`config.mk`:
```
export PLATFORM = sky130hd
export DESIGN_NAME = core_alu_and_io_bit_ops
export DESIGN_NICKNAME = d
export VERILOG_FILES = /design/src/rtl/core_alu_and_io_bit_ops.v /design/src/rtl/alu_flag_calc.v /design/src/rtl/io_bit_space.v
export VERILOG_INCLUDE_DIRS = /design/src /design/src/pkg
export SDC_FILE = /design/constraint.sdc
export NUM_CORES = 1
export LEC_CHECK = 0
export ABC_AREA = 0
export BUFFER_PORTS_ARGS = -buffer_cell sky130_fd_sc_hd__buf_2
export CAP_MARGIN = 40
export CORE_MARGIN = 8
export CORE_UTILIZATION = 25
export DETAILED_ROUTE_END_ITERATION = 6
export PLACE_DENSITY_LB_ADDON = 0.12
export SETUP_SLACK_MARGIN = 0.5
export SYNTH_ARGS = -nofsm -noshare
export SYNTH_HDL_FRONTEND = slang
export SYNTH_SLANG_ARGS = --single-unit
export TNS_END_PERCENT = 100
```
`constraint.sdc`:
```
create_clock -name clk_sys_i -period 24.7 [get_ports clk_sys_i]
set_input_delay 2.47 -clock clk_sys_i [delete_from_list [all_inputs] [get_ports clk_sys_i]]
set_output_delay 2.47 -clock clk_sys_i [all_outputs]
set_load 0.1 [all_outputs]
```
`src/pkg/alu_consts.vh`:
```
// constants shared by the datapath, the io bit space, the checker and the bench
`ifndef ALU_CONSTS_VH
`define ALU_CONSTS_VH
// operation codes
`define OP_NONE        4'h0
`define OP_ADD         4'h1
`define OP_ADC         4'h2
`define OP_WORD_INC    4'h3
`define OP_SUB         4'h4
`define OP_CONST_DIFF  4'h5
`define OP_BORROW_DIFF 4'h6
`define OP_BORROW_IMM  4'h7
`define OP_WORD_DEC    4'h8
`define OP_AND         4'h9
`define OP_AND_CONST   4'hA
`define OP_OR          4'hB
`define OP_OR_CONST    4'hC
`define OP_XOR         4'hD
`define OP_IO_SET      4'hE
`define OP_IO_CLR      4'hF
// status flag positions
`define FLAG_C         0
`define FLAG_Z         1
`define FLAG_N         2
`define FLAG_V         3
`define FLAG_S         4
`define FLAG_H         5
// io space
`define IO_LOW_MAX     5'h1F
`define IO_ADDR_W      5
`define IO_REGS        32
`define FLAGS_RESET    6'h00
`define IO_RESET       8'h00
// cycle counts
`define SINGLE_CYCLES  1
`define WORD_CYCLES    2
`endif

```
`src/rtl/core_alu_and_io_bit_ops.v`:
```
// eight-bit arithmetic and logic datapath with word ops and io bit ops
`include "alu_consts.vh"
// Behaviour
// - add and add-with-carry write dest plus src (plus carry); flags Z,C,N,V,H
// - word increase adds constant to high:low pair over two cycles; Z,C,N,V,S
// - register difference stores dest minus src in one cycle; Z,C,N,V,H
// - constant difference stores dest minus constant in one cycle; Z,C,N,V,H
// - borrow difference stores dest minus src minus carry; Z,C,N,V,H
// - borrow constant difference stores dest minus constant minus carry; Z,C,N,V,H
// - word decrease subtracts constant from high:low pair over two cycles
// - register AND stores dest and src; only Z,N,V change
// - constant AND stores dest and constant; only Z,N,V change
// - register OR stores dest or src; only Z,N,V change
// - constant OR stores dest or constant; only Z,N,V change
// - register XOR stores dest xor src; only Z,N,V change
// - low io registers support bit set, bit clear and bit tests
// - bit set and clear touch only the addressed bit
// - some status flags clear when software writes one to them
// - bit set and clear reach only addresses up to the low boundary
module core_alu_and_io_bit_ops
#(
   parameter W1C_MASK = 32'h0000_0000
)
(
   input  wire       clk_sys_i,
   input  wire       sys_rst_i,
   input  wire       start_i,
   input  wire [3:0] op_i,
   input  wire [7:0] dest_i,
   input  wire [7:0] src_i,
   input  wire [7:0] imm_i,
   input  wire [7:0] word_hi_i,
   input  wire [5:0] word_k_i,
   input  wire [7:0] io_addr_i,
   input  wire [2:0] io_bit_i,
   input  wire       skip_test_i,
   input  wire       skip_on_high_i,
   input  wire [7:0] hw_set_i,
   input  wire [4:0] hw_addr_i,
   output reg  [7:0] result_o,
   output reg  [7:0] result_hi_o,
   output reg        result_valid_o,
   output reg        word_result_o,
   output reg  [5:0] flags_o,
   output reg        busy_o,
   output reg        skip_o,
   output reg        io_range_err_o,
   output reg  [7:0] io_data_o
);
   // ************************************************************
   // interface timing and flag summary
   // ************************************************************
   // request side
   //    start_i is sampled on every rising edge while the unit is idle
   //    op_i, dest_i, src_i, imm_i, word_hi_i and word_k_i must be valid there
   //    start_i is ignored in the second cycle of a word op (busy_o high)
   //    a caller that keeps start_i high simply issues the same op again
   // byte ops
   //    answer one edge after the request: result_o, flags_o, result_valid_o
   //    result_o and flags_o hold until the next op writes them
   //    result_valid_o is a one-cycle pulse
   // word ops
   //    low byte is formed in the first cycle, high byte in the second
   //    the low-byte carry is kept in carry_reg for the high-byte pass
   //    flags move only in the second cycle, from the full 16-bit result
   //    result_o already shows the low byte after the first cycle
   //    result_hi_o changes only when a word op completes
   //    busy_o is high for exactly the cycle between the two passes
   // ordering
   //    byte ops may follow each other on every edge
   //    a word op needs two edges before the next request is taken
   //    a bit test and a byte op may share one edge
   //    an io set or clear and a bit test in one edge: the test sees the old value
   // flag word layout
   //    bit 0 carry, bit 1 zero, bit 2 negative
   //    bit 3 overflow, bit 4 sign, bit 5 half carry
   //    every flag an op does not list keeps its value
   //    byte arithmetic leaves sign alone; logic ops leave carry, sign, half carry
   //    logic ops always clear overflow
   //    word ops leave half carry alone
   // io bit space
   //    set and clear reach addresses 0x00 to 0x1F only
   //    a set or clear above that is dropped and io_range_err_o pulses
   //    bit tests above that range never raise skip_o
   //    io_data_o shows the addressed register one cycle late
   //    hardware status sets always win over a software clear in the same cycle
   //    registers marked in W1C_MASK clear a bit when software sets it
   //    on those registers a software clear does nothing
   // reset
   //    asynchronous, active high; first request may come at the first edge after
   //    outputs, flags and io registers are all zero during reset
   // hazards and limits
   //    operands come from same-clock logic, so no synchronisers are placed
   //    the carry used by carry ops is the registered flag, not a bypass
   //    so two carry ops back to back see each other's carry as expected
   //    word ops must not be followed by a request in their busy cycle
   //    skip tests during the busy cycle are dropped as well
   // ************************************************************
   // state and working registers
   // ************************************************************
   localparam ST_IDLE = 1'b0;
   localparam ST_HIGH = 1'b1;

   reg        state_reg;
   reg        state_next;
   reg  [7:0] hi_reg;
   reg  [7:0] hi_orig_reg;
   reg  [7:0] lo_res_reg;
   reg        carry_reg;
   reg        sub_reg;
   reg  [5:0] flags_next;
   reg  [7:0] res_next;
   reg  [7:0] op_a;
   reg  [7:0] op_b;
   reg        op_cin;
   reg        op_sub;
   reg  [7:0] logic_res;

   wire [7:0] calc_res;
   wire       calc_c;
   wire       calc_h;
   wire       calc_v;
   wire       io_hit;
   wire       io_bit_val;
   wire [7:0] io_rd;
   wire       c_in;
   wire       io_set_req;
   wire       io_clr_req;

   assign c_in   = flags_o[`FLAG_C];
   // io bit ops only reach the low range
   assign io_hit = (io_addr_i <= {3'b000, `IO_LOW_MAX});

   // taken io requests; out-of-range ones never reach the io space
   assign io_set_req = start_i && (state_reg == ST_IDLE) && (op_i == `OP_IO_SET) && io_hit;
   assign io_clr_req = start_i && (state_reg == ST_IDLE) && (op_i == `OP_IO_CLR) && io_hit;

   // ************************************************************
   // operand selection
   // ************************************************************
   // immediate forms share the adder with register forms
   // second word cycle: high byte plus or minus the low-byte carry only
   // register forms take src_i, constant forms imm_i, word forms word_k_i
   // carry ops take the held carry flag as carry or borrow in
   always @*
   begin
      op_a   = dest_i;
      op_b   = src_i;
      op_cin = 1'b0;
      op_sub = 1'b0;
      if (state_reg == ST_HIGH)
      begin
         op_a   = hi_reg;
         op_b   = 8'h00;
         op_cin = carry_reg;
         op_sub = sub_reg;
      end
      else
      begin
         case (op_i)
            `OP_ADD      : op_b = src_i;
            `OP_ADC      : op_cin = c_in;
            `OP_WORD_INC : op_b = {2'b00, word_k_i};
            `OP_SUB      : op_sub = 1'b1;
            `OP_CONST_DIFF :
            begin
               op_b   = imm_i;
               op_sub = 1'b1;
            end
            `OP_BORROW_DIFF :
            begin
               op_sub = 1'b1;
               op_cin = c_in;
            end
            `OP_BORROW_IMM :
            begin
               op_b   = imm_i;
               op_sub = 1'b1;
               op_cin = c_in;
            end
            `OP_WORD_DEC :
            begin
               op_b   = {2'b00, word_k_i};
               op_sub = 1'b1;
            end
            default      : op_b = src_i;
         endcase
      end
   end

   alu_flag_calc i_alu_flag_calc
   (
      .a_i   (op_a),
      .b_i   (op_b),
      .cin_i (op_cin),
      .sub_i (op_sub),
      .res_o (calc_res),
      .c_o   (calc_c),
      .h_o   (calc_h),
      .v_o   (calc_v)
   );

   io_bit_space #(.W1C_MASK(W1C_MASK)) i_io_bit_space
   (
      .clk_sys_i (clk_sys_i),
      .sys_rst_i (sys_rst_i),
      .bit_set_i (io_set_req),
      .bit_clr_i (io_clr_req),
      .addr_i    (io_addr_i[4:0]),
      .bit_i     (io_bit_i),
      .hw_set_i  (hw_set_i),
      .hw_addr_i (hw_addr_i),
      .bit_val_o (io_bit_val),
      .rd_data_o (io_rd)
   );

   // ************************************************************
   // result and flag computation
   // ************************************************************
   // untouched flags default to their held value
   always @*
   begin
      flags_next = flags_o;
      res_next   = result_o;
      state_next = state_reg;
      logic_res  = 8'h00;
      if (state_reg == ST_HIGH)
      begin
         // second word cycle: high byte, flags from the full 16-bit result
         // add: overflow when a positive high byte turns negative
         // add: carry out when the high byte wraps from negative to positive
         // sub: overflow when a negative high byte turns positive
         // sub: borrow when the high byte wraps from positive to negative
         // zero needs both bytes, so the low byte result is kept
         res_next               = calc_res;
         flags_next[`FLAG_Z]    = (calc_res == 8'h00) && (lo_res_reg == 8'h00);
         flags_next[`FLAG_N]    = calc_res[7];
         flags_next[`FLAG_V]    = sub_reg ? (hi_orig_reg[7] & ~calc_res[7])
                                          : (~hi_orig_reg[7] & calc_res[7]);
         flags_next[`FLAG_C]    = sub_reg ? (calc_res[7] & ~hi_orig_reg[7])
                                          : (~calc_res[7] & hi_orig_reg[7]);
         flags_next[`FLAG_S]    = flags_next[`FLAG_N] ^ flags_next[`FLAG_V];
         state_next             = ST_IDLE;
      end
      else if (start_i)
      begin
         case (op_i)
            `OP_ADD, `OP_ADC, `OP_SUB, `OP_CONST_DIFF, `OP_BORROW_DIFF, `OP_BORROW_IMM :
            begin
               res_next            = calc_res;
               flags_next[`FLAG_C] = calc_c;
               flags_next[`FLAG_H] = calc_h;
               flags_next[`FLAG_V] = calc_v;
               flags_next[`FLAG_N] = calc_res[7];
               flags_next[`FLAG_Z] = (calc_res == 8'h00);
            end
            `OP_WORD_INC, `OP_WORD_DEC :
            begin
               res_next   = calc_res; // low byte, flags wait for the high byte
               state_next = ST_HIGH;
            end
            `OP_AND, `OP_AND_CONST, `OP_OR, `OP_OR_CONST, `OP_XOR :
            begin
               case (op_i)
                  `OP_AND       : logic_res = dest_i & src_i;
                  `OP_AND_CONST : logic_res = dest_i & imm_i;
                  `OP_OR        : logic_res = dest_i | src_i;
                  `OP_OR_CONST  : logic_res = dest_i | imm_i;
                  default  : logic_res = dest_i ^ src_i;
               endcase
               res_next            = logic_res;
               flags_next[`FLAG_Z] = (logic_res == 8'h00);
               flags_next[`FLAG_N] = logic_res[7];
               flags_next[`FLAG_V] = 1'b0;
            end
            default : res_next = result_o;
         endcase
      end
   end

   // ************************************************************
   // registered state
   // ************************************************************
   // all outputs straight from flops; word ops hold busy one cycle
   always @(posedge clk_sys_i or posedge sys_rst_i)
   begin
      if (sys_rst_i)
      begin
         state_reg      <= ST_IDLE;
         hi_reg         <= 8'h00;
         hi_orig_reg    <= 8'h00;
         lo_res_reg     <= 8'h00;
         carry_reg      <= 1'b0;
         sub_reg        <= 1'b0;
         result_o       <= 8'h00;
         result_hi_o    <= 8'h00;
         result_valid_o <= 1'b0;
         word_result_o  <= 1'b0;
         flags_o        <= `FLAGS_RESET;
         busy_o         <= 1'b0;
         skip_o         <= 1'b0;
         io_range_err_o <= 1'b0;
         io_data_o      <= 8'h00;
      end
      else
      begin
         state_reg      <= state_next;
         flags_o        <= flags_next;
         result_o       <= res_next;
         busy_o         <= (state_next == ST_HIGH);
         result_valid_o <= 1'b0;
         word_result_o  <= 1'b0;
         skip_o         <= 1'b0;
         io_range_err_o <= 1'b0;
         io_data_o      <= io_rd;
         if (state_reg == ST_IDLE && start_i)
         begin
            hi_reg      <= word_hi_i;
            hi_orig_reg <= word_hi_i;
            lo_res_reg  <= calc_res;
            carry_reg   <= calc_c;
            sub_reg     <= (op_i == `OP_WORD_DEC);
            // io ops and idle cycles give no result pulse
            // word ops pulse on completion, further below
            result_valid_o <= (op_i != `OP_WORD_INC) && (op_i != `OP_WORD_DEC)
                              && (op_i != `OP_IO_SET) && (op_i != `OP_IO_CLR)
                              && (op_i != `OP_NONE);
            // set/clear out of range is dropped and flagged
            io_range_err_o <= ((op_i == `OP_IO_SET) || (op_i == `OP_IO_CLR)) && !io_hit;
         end
         if (state_reg == ST_HIGH)
         begin
            // second cycle: publish both bytes together
            result_o       <= lo_res_reg;
            result_hi_o    <= res_next;
            result_valid_o <= 1'b1;
            word_result_o  <= 1'b1;
         end
         // skip decision from the addressed io bit
         if (skip_test_i && state_reg == ST_IDLE && io_hit)
            skip_o <= (io_bit_val == skip_on_high_i);
      end
   end
endmodule // core_alu_and_io_bit_ops

```
`src/rtl/alu_flag_calc.v`:
```
// byte arithmetic core with carry, half carry and overflow outputs
module alu_flag_calc
(
   input  wire [7:0] a_i,
   input  wire [7:0] b_i,
   input  wire       cin_i,
   input  wire       sub_i,
   output wire [7:0] res_o,
   output wire       c_o,
   output wire       h_o,
   output wire       v_o
);
   wire [7:0] b_eff;
   wire [8:0] sum;
   wire [4:0] low;

   // subtract as add of inverted operand; carry out is inverted to a borrow
   assign b_eff = sub_i ? ~b_i : b_i;
   assign sum   = {1'b0, a_i} + {1'b0, b_eff} + {8'h00, sub_i ^ cin_i};
   assign low   = {1'b0, a_i[3:0]} + {1'b0, b_eff[3:0]} + {4'h0, sub_i ^ cin_i};
   assign res_o = sum[7:0];
   assign c_o   = sum[8] ^ sub_i;
   assign h_o   = low[4] ^ sub_i;
   assign v_o   = (a_i[7] == b_eff[7]) && (sum[7] != a_i[7]);
endmodule // alu_flag_calc

```
`src/rtl/io_bit_space.v`:
```
// low io register space with bit set, bit clear, write-one-to-clear and bit test
`include "alu_consts.vh"
module io_bit_space
#(
   parameter W1C_MASK = 32'h0000_0000
)
(
   input  wire       clk_sys_i,
   input  wire       sys_rst_i,
   input  wire       bit_set_i,
   input  wire       bit_clr_i,
   input  wire [4:0] addr_i,
   input  wire [2:0] bit_i,
   input  wire [7:0] hw_set_i,
   input  wire [4:0] hw_addr_i,
   output wire       bit_val_o,
   output wire [7:0] rd_data_o
);
   reg  [7:0] io_mem [0:`IO_REGS-1];
   wire [7:0] bit_mask;

   assign bit_mask = 8'h01 << bit_i;

   // one register per address; a hardware set beats a software clear
   genvar g;
   generate
      for (g = 0; g < `IO_REGS; g = g + 1)
      begin : g_io
         wire [7:0] hw_bits;

         // hardware sets are or-ed in last, so they win over any clear
         assign hw_bits = (hw_addr_i == g) ? hw_set_i : 8'h00;

         always @(posedge clk_sys_i or posedge sys_rst_i)
         begin
            if (sys_rst_i)
               io_mem[g] <= `IO_RESET;
            // only the addressed bit changes
            else if ((addr_i == g) && bit_set_i && W1C_MASK[g])
               io_mem[g] <= (io_mem[g] & ~bit_mask) | hw_bits;
            else if ((addr_i == g) && bit_set_i)
               io_mem[g] <= io_mem[g] | bit_mask | hw_bits;
            else if ((addr_i == g) && bit_clr_i && !W1C_MASK[g])
               io_mem[g] <= (io_mem[g] & ~bit_mask) | hw_bits;
            else
               io_mem[g] <= io_mem[g] | hw_bits;
         end
      end
   endgenerate

   // bit test feeds the skip decisions
   assign rd_data_o = io_mem[addr_i];
   assign bit_val_o = rd_data_o[bit_i];
endmodule // io_bit_space

```
# --- Yosys cells after proc, flatten, opt, wreduce, memory -nomap -nowiden ---
# Cells that the tools add are included.
op_classes:
  mux: 131
  n_lt_le_gt_ge: 3
  reduce_logical: 99
  addsub: 4
  eq_ne: 84
  shifts: 1
  n_bitwise: 177
ops:
  columns: ["cell", "count"]
  rows:
  - ["$or 8x8->8", 130]
  - ["$mux 8", 107]
  - ["$and 8x8->8", 34]
  - ["$eq 5x5->1 const B", 32]
  - ["$eq 5x4->1 const B", 16]
  - ["$logic_and 1x1->1", 78]
  - ["$bmux 8 s5", 1]
  - ["$eq 5x3->1 const B", 8]
  - ["$eq 4x4->1 const B", 8]
  - ["$pmux 8 s2", 2]
  - ["$pmux 8 s4", 1]
  - ["$logic_not 8->1", 3]
  - ["$eq 5x2->1 const B", 4]
  - ["$eq 4x3->1 const B", 4]
  - ["$mux 1", 16]
  - ["$not 8->8", 2]
  - ["$ne 4x4->1 const B", 3]
  - ["$eq 5x1->1 const B", 2]
  - ["$logic_not 5->1", 2]
  - ["$reduce_or 5->1", 2]
  - ["$add 8x8->9", 1]
  - ["$add 9x1->9", 1]
  - ["$eq 4x2->1 const B", 2]
  - ["$le 8x5->1 const B", 1]
  - ["28 further kinds", 39]
word_totals:
  inputBits: 71
  elab_cells: 547
  reg_bits: 309
  output_inout_bits: 35

# --- Depth between registers and ports, before layout ---
# Gate-level depths: netlist (run 1).
depth:
  depth_word: 13
  ltp_mapped: 21
  mapped_depth_nobuf: 18

# --- Modules after synthesis ---
# A second synthesis (run 1) with hierarchy kept.
hier_totals:
  cells_unflattened: 1886
  hier_area_um2: 17638.2
modules_own_cells:
  columns: ["module", "cells_each", "seq_area_each_um2", "n_inst", "area_each_um2"]
  rows:
  - ["io_bit_space", 1452, 6406.1, 1, 13949.6]
  - ["core_alu_and_io_bit_ops", 384, 1326.3, 1, 3238.1]
  - ["alu_flag_calc", 50, 0.0, 1, 450.4]

# --- Worst setup path before layout (run 1) ---
# Ideal clock, no wire load.
synth_path:
  path_kind: "input-to-reg"
  start: "input port op_i[2]"
  end: "register flags_o[1]"
  t_required_ps: 24631
  arrival_ps: 6301
  slack_ps: 18330
  setup_ps: 69
  stages: 20
  path_buffers: 4
  path_cell_list: "buf_2 -> nor2b_1 -> clkbuf_1 -> nor2_1 -> and2_1 -> clkbuf_1 -> or2_2 -> clkbuf_1 -> nor2_1 -> a211oi_1 -> fa_1 -> inv_1 -> fa_1 -> nor2b_1 -> o21a_1 -> or2_2 -> xor2_1 -> or4_1 -> or4_1 -> nand3_1"
synth_via:
  elab_chain_cells: 12
  elab_cells_between_ends: 42
  classes_between: "add/sub (2); eq/ne (13); mux (14); bitwise (2); reduce/logical (11)"
synth_lines:
  columns: ["element", "line_no", "source"]
  rows:
  - ["start: declaration", "core_alu_and_io_bit_ops.v:28", "input wire [3:0] op_i,"]
  - ["$eq 4x4->1 (tied with other cells)", "core_alu_and_io_bit_ops.v:160", "case (op_i)"]
  - ["$reduce_or 2->1 (no source line)", null, null]
  - ["$pmux 8 s2", "core_alu_and_io_bit_ops.v:160", null]
  - ["$mux 8", "core_alu_and_io_bit_ops.v:151", "if (state_reg == ST_HIGH)"]
  - ["$not 8->8", "alu_flag_calc.v:18", "assign b_eff = sub_i ? ~b_i : b_i;"]
  - ["$mux 8", "alu_flag_calc.v:18", null]
  - ["$add 8x8->9", "alu_flag_calc.v:19", "assign sum = {1'b0, a_i} + {1'b0, b_eff} + {8'h00, sub_i ^ cin_i};"]
  - ["$add 9x1->9", "alu_flag_calc.v:19", null]
  - ["$logic_not 8->1", "core_alu_and_io_bit_ops.v:236, core_alu_and_io_bit_ops.v:255", null]
  - ["$pmux 3 s2", "core_alu_and_io_bit_ops.v:247", "case (op_i)"]
  - ["$mux 4", "core_alu_and_io_bit_ops.v:245", "else if (start_i)"]
  - ["$mux 4", "core_alu_and_io_bit_ops.v:227", "if (state_reg == ST_HIGH)"]
  - ["end signal: assignment", "core_alu_and_io_bit_ops.v:299", "flags_o <= `FLAGS_RESET;"]
  - ["end signal: assignment", "core_alu_and_io_bit_ops.v:308", "flags_o <= flags_next;"]
  - ["end: declaration", "core_alu_and_io_bit_ops.v:44", "output reg [5:0] flags_o,"]
# Several ways; a longest one is shown, not always the timed one. The select of a mux whose other input is x is not followed.
# A chain may end at the register's enable or synchronous reset.

# --- Worst setup path after layout (run 1) ---
layout_path:
  start: "input port op_i[0]"
  end: "register flags_o[1]"
# The elaborated chain is that of the path after synthesis.

==> metrics.txt, run 1 <==
Seq/Total Area, Yosys=44.01%; f_max=0.1536 GHz; Hold WC Path Type=flip-flop to flip-flop; worst reg2reg endpoint=flags_o[1]; DIE HEIGHT=281.1 um; Initial Util=approximately 25%; flop2flop setup slack=20.30 ns; Residual DRC=0; Power Dens Cells=86.92 nW/um^2; placeable core area=69,790 um^2; crit end category=flip-flop; Placed Cells=2,837; Non-Filler Instances=~2,900; initial antenna violation count=3; asr flop ratio synth=between 90% and 100%; crit path DAT=7.01 ns; Hold Startpoint=hi_orig_reg[6]; measured slew at the worst slew-check pin=0.9517 ns; GR Util All Layers=17.66%; worst path cell trace=buf_2 > nand2_1 > o2bb2ai_1 > nor2b_1 > a21oi_1 > a221oi_1 > nor2_1 > a211oi_1 > fa_1 > inv_1 > fa_1 > nor2b_1 > o21a_1 > or2_2 > xor2_1 > or4_1 > or4_1 > nand3_1; # hold bufs at CTS=0; Met2 Wirelength=31,370 um; DR vias/cell=5.343; final hold slack=0.4767 ns; Top Ports=106; CP max-delay cell=or4_1; final setup vio count=0; Yosys reg bits=309; GPL Wtd Cong=0.8603; CTS Buffer Depth=3; CP Buf/Inv Count=2; RSZ-0062 raised after global routing=no; period utilization=a little over a quarter; H-Tree Depth=2; CP delay by family, top=simple AND/OR/NAND/NOR gates; Worst Hold Depth=2; grt total ovfl=0; CP max FO=37; Synth area leaders=dfrtp_1, o211ai_1, nand2_1; CTS tree=yes; Hold Path End=hi_orig_reg[6]; met3 wire len=4812 um; top layer in use=met5; Setup crit start=op_i[0]; max-slew violations=0; CP Launch Type=input port; YS warnings=0; Layout area overhead=15.28%; post-route ant nets=0; CTS Buf Count=40; port bufs=around 110; wl on met1=32,900 um; WP data required=25.19 ns; Largest Register=i_io_bit_space.io_mem; CP Class=input port to flip-flop; Avg WL per Cell=about 24 um; MaxCap Viol Count=0; Resize count post-CTS=0; Yosys cell types=69; Cells after Synth=1,895; clk_lat worst skew=0.58 ns; full die area=79,020 um^2; vias in the first global route=15,590; CTS clk-pin slew, worst paths=0.06 ns; leading area contributor after synthesis=dfrtp_1; Post-Route WL=70,630 um; Initial DRC Count=1,439; final HPWL from detailed placement=roughly 47,000 um; Clock Skews=0.03258 ns; largest net degree at the start of global routing=between 90 and 100; total negative slack=0 ns; Largest stage delay, worst path=0.53 ns; Critical R2R Launch=state_reg; minimum clock period=6.511 ns; Crit path depth=18; r2r worst-path depth=16; FP Rows=97; status=finished clean; max reg flops=256; vias=15,540; maximum vdd drop=133.0 uV; top cell type's share of synthesized area=around 44%; Synth Flop Type=dfrtp_1; Post-CTS Setup Inserts=0; leak pwr=7.334 nW; syn_nets=1,975; Worst slew margin=36.55%; global-route wire length before repair=about 110,000 um; Post-synth EDFFs=0; post-synthesis cell area=17,570 um^2; Post-Syn Area per Cell=between 9 and 10 um^2; share of cells above drive strength 1=14.03%; Fin. Hold Viols=0; router iterations before antenna repair=5; Die X=281.1 um; CTS sink cnt=309; root buf cell=clkbuf_16; Nets=2,019
## worst max path at each step
stage | end | slack (ns)
after floorplan | carry_reg | 13.69
after global placement | flags_o[1] | 17.73
after detailed placement | flags_o[1] | 17.71
after CTS | flags_o[1] | 18.27
after global routing | flags_o[1] | 17.75
final | flags_o[1] | 18.19
## stage by stage
stage	worst slack (ns)	area (um^2)	power [mW]	util, %
final	18.19	20250	1.760	29.02
after global routing	17.75	20250	1.848	29.02
after CTS	18.27	20250	1.779	29.02
after global placement	17.73	18590	1.159	26.64
after detailed placement	17.71	18930	1.171	27.12
after floorplan	13.69	17570	1.027	-
## cells by family (layout without fill, tap and decap cells)
kind of cell               after synthesis  in the layout  synth area share, %
buffers and inverters                  156            228                5.206
other                                    0              1                    0
xor gates and xnor gates                 9              9               0.4486
AOI/OAI and AO/OA                      690            690                24.85
DFF                                    309            309                44.01
and+or+nand+nor                        618            618                15.30
adders and majority gates                9              9               0.7264
muxes                                  104            104                9.457
## worst min-delay path, stage by stage (launching register included)
cell     delay, ns
dfrtp_1       0.34
nand2_1       0.05
nand2_1       0.06
## synthesized netlist by cell type, types with 10 or more instances
master / n
nand2_1: 397
dfrtp_1: 309
o21ai_0: 295
o211ai_1: 257
clkbuf_1: 95
nor2_1: 88
mux2i_1: 46
mux4_2: 34
o22ai_1: 31
a21oi_1: 27
nor2b_1: 22
nand3_1: 19
inv_1: 17
nor3_1: 16
clkbuf_8: 13
mux2_2: 13
nand2b_1: 12
a211oi_1: 11
a22oi_1: 11
buf_2: 11
mux4_1: 11
a221oi_1: 10
## routing by layer
layer / vias up / GRT usage (%)
met5: - / 0
met4: 4 / 4.181
met1: 7815 / 25.27
met2: 550 / 27.29
met3: 85 / 3.337
li1: 7084 / -
## final cells by class
class / count / area [um^2]
multi-input cells: 1430 / 8940
well taps: 940 / 1176
repair buffers: 140 / 1001
diodes: 1 / 2.502
clock buffers: 60 / 1217
inverters: 18 / 75.07
clock inverters: 10 / 108.9
fillers: 7370 / 49530
flip-flops and latches: 309 / 7734
## where the power goes
part	switching, mW	internal [mW]
logic	0.319	0.151
clock network	0.247	0.353
registers	0.0684	0.622
## layout by cell type (no fill, tap or decap), types with 9 or more instances in the layout
cell       count
a211oi_1      11
a21oi_1       27
a221oi_1      10
a22oi_1       11
buf_2        104
buf_4         22
clkbuf_16     41
clkbuf_8      12
dfrtp_1      308
inv_1         16
mux2_2        13
mux2i_1       46
mux4_1        11
mux4_2        34
nand2_1      396
nand2b_1      12
nand3_1       18
nand3b_1       9
nor2_1        87
nor2b_1       22
nor3_1        16
nor4_1         9
o211ai_1     257
o21ai_0      295
o22ai_1       31
Power figures use the tool's default switching activity.
==> inputs of run 2 (changes only) <==
clock period = 5.4 ns   (was 24.7 ns; I/O delays follow)
==> metrics.txt, run 2 (same netlist as run 1, synthesis figures left out) <==
status=finished clean; crit path DAT=between 4 and 5 ns; router iterations before antenna repair=5; global-route wire length before repair=108,100 um; CTS sink cnt=309; DR vias/cell=5.332; share of cells above drive strength 1=13.83%; Die X=281.1 um; clock share of power=34.0%; total power=8.053 mW; minimum clock period=4.402 ns; Hold WC Path Type=input port to async pin; fin util=28.95%; pre-CTS setup slack=0.4960 ns; r2r worst-path depth=15; Critical R2R Launch=state_reg; max reg flops=256; CTS Buffer Depth=3; CTS Buf Count=between 40 and 50; GR Util All Layers=around 18%; Post-Route WL=71,140 um; root buf cell=clkbuf_16; Power Internal=5.177 mW; total negative slack=0 ns; MaxCap Viol Count=0; Placed Cells=2,838; WP data required=5.89 ns; CP Class=input port to flip-flop; crit end category=flip-flop; Filler cells=7,320; Resize count post-CTS=0; DIE HEIGHT=281.1 um; Worst slew margin=30.06%; port bufs=105; worst path cell trace=buf_2 > nand2_1 > o2bb2ai_1 > nor2b_1 > a21oi_1 > a221oi_1 > nor2_1 > a211oi_1 > fa_1 > inv_1 > fa_1 > nor2b_1 > o21a_1 > or2_2 > xor2_1 > or4_1 > or4_1 > nand3_1; Layout area overhead=14.98%; final setup vio count=0; Clock Skews=0.03052 ns; measured slew at the worst slew-check pin=1.049 ns; Largest Register=i_io_bit_space.io_mem; grt total ovfl=0; CP max-delay cell=or4_1; Non-Filler Instances=2,909; max-slew violations=0; vias in the first global route=15,810; Setup crit start=op_i[1]; Comb pwr share=26.7%; GPL Wtd Cong=0.8674; initial antenna violation count=3; setup ws final=0.9978 ns; vias=15,510; H-Tree Depth=2; period utilization=81.52%; Post-CTS Setup Inserts=0; CP Launch Type=input port; Largest stage delay, worst path=0.55 ns; clk_lat worst skew=approximately 0.58 ns; largest net degree at the start of global routing=168; Top Ports=106; Avg WL per Cell=24.45 um; most frequent cells in the layout=nand2_1, dfrtp_1, o21ai_0; maximum vdd drop=315.4 uV; placeable core area=69,790 um^2; Sequential Power Share=between 30 and 40%; f_max=0.2272 GHz; Fin. Hold Viols=0; CTS tree=yes; Sw Share=35.72%; final HPWL from detailed placement=47,860 um; RSZ-0062 raised after global routing=no; Power Dens Cells=398.7 nW/um^2; Psw=2.877 mW; Initial Util=25.18%; Residual DRC=0; Initial DRC Count=1,250; CP max FO=17; Nets=approximately 2,000; CTS clk-pin slew, worst paths=approximately 0.050 ns; FP Rows=97; full die area=79,020 um^2; most common cell after layout, fill and taps aside=nand2_1; post-route ant nets=0; # hold bufs at CTS=0; leak pwr=7.304 nW
## run 2: power groups by stage
stage	Clock (mW)	Combinational, mW	Sequential, mW
detailed placement	0	2.16	3.20
global route	2.90	2.33	3.23
floorplan	0	1.08	3.62
CTS	2.82	2.16	3.17
global placement	0	2.11	3.20
finish	2.74	2.15	3.17
## run 2: worst paths after layout
check,endpoint,slack [ns]
setup reg to reg,flags_o[1],1.23
hold reg to reg,hi_orig_reg[5],0.48
hold / removal,sub_reg,0.08
setup / recovery,flags_o[1],1.0
max in group asynchronous,i_io_bit_space.io_mem[4],3.89
min in group clk_sys_i,hi_orig_reg[6],0.17
## run 2: critical path, delay by kind of cell
kind,cells,cell delay (ns)
fa+ha+maj,2,0.71
buf+inv,2,0.37
xor+xnor,1,0.11
simple gates,8,1.96
compound gates,5,1.19
## run 2: layout make-up
type | count | area [um^2] | share of cell area, %
clock inverter | 7 | 113.9 | 0.5636
multi-input combinational | 1430 | 8931 | 44.21
antenna | 2 | 5.005 | 0.02477
sequential | 309 | 7734 | 38.28
inverter | 18 | 71.32 | 0.3530
tap | 940 | 1176 | 5.822
clock buffer | 61 | 1212 | 6.001
timing repair buffer | 142 | 958.4 | 4.744
## run 2: metrics by stage
step	hold WS [ns]	instance area (um^2)
2_1_floorplan	0.4401	17570
3_3_place_gp	0.4701	18660
3_5_place_dp	0.4738	18870
4_1_cts	0.06583	20190
5_1_grt	0.09033	20200
6_report	0.08214	20200
## run 2: per-layer routing
metal	part of all wire [%]	GRT usage, %
met3	6.2	3.453
met1	48	25.79
met5	0.018	0
met2	44	27.25
met4	2.2	4.221
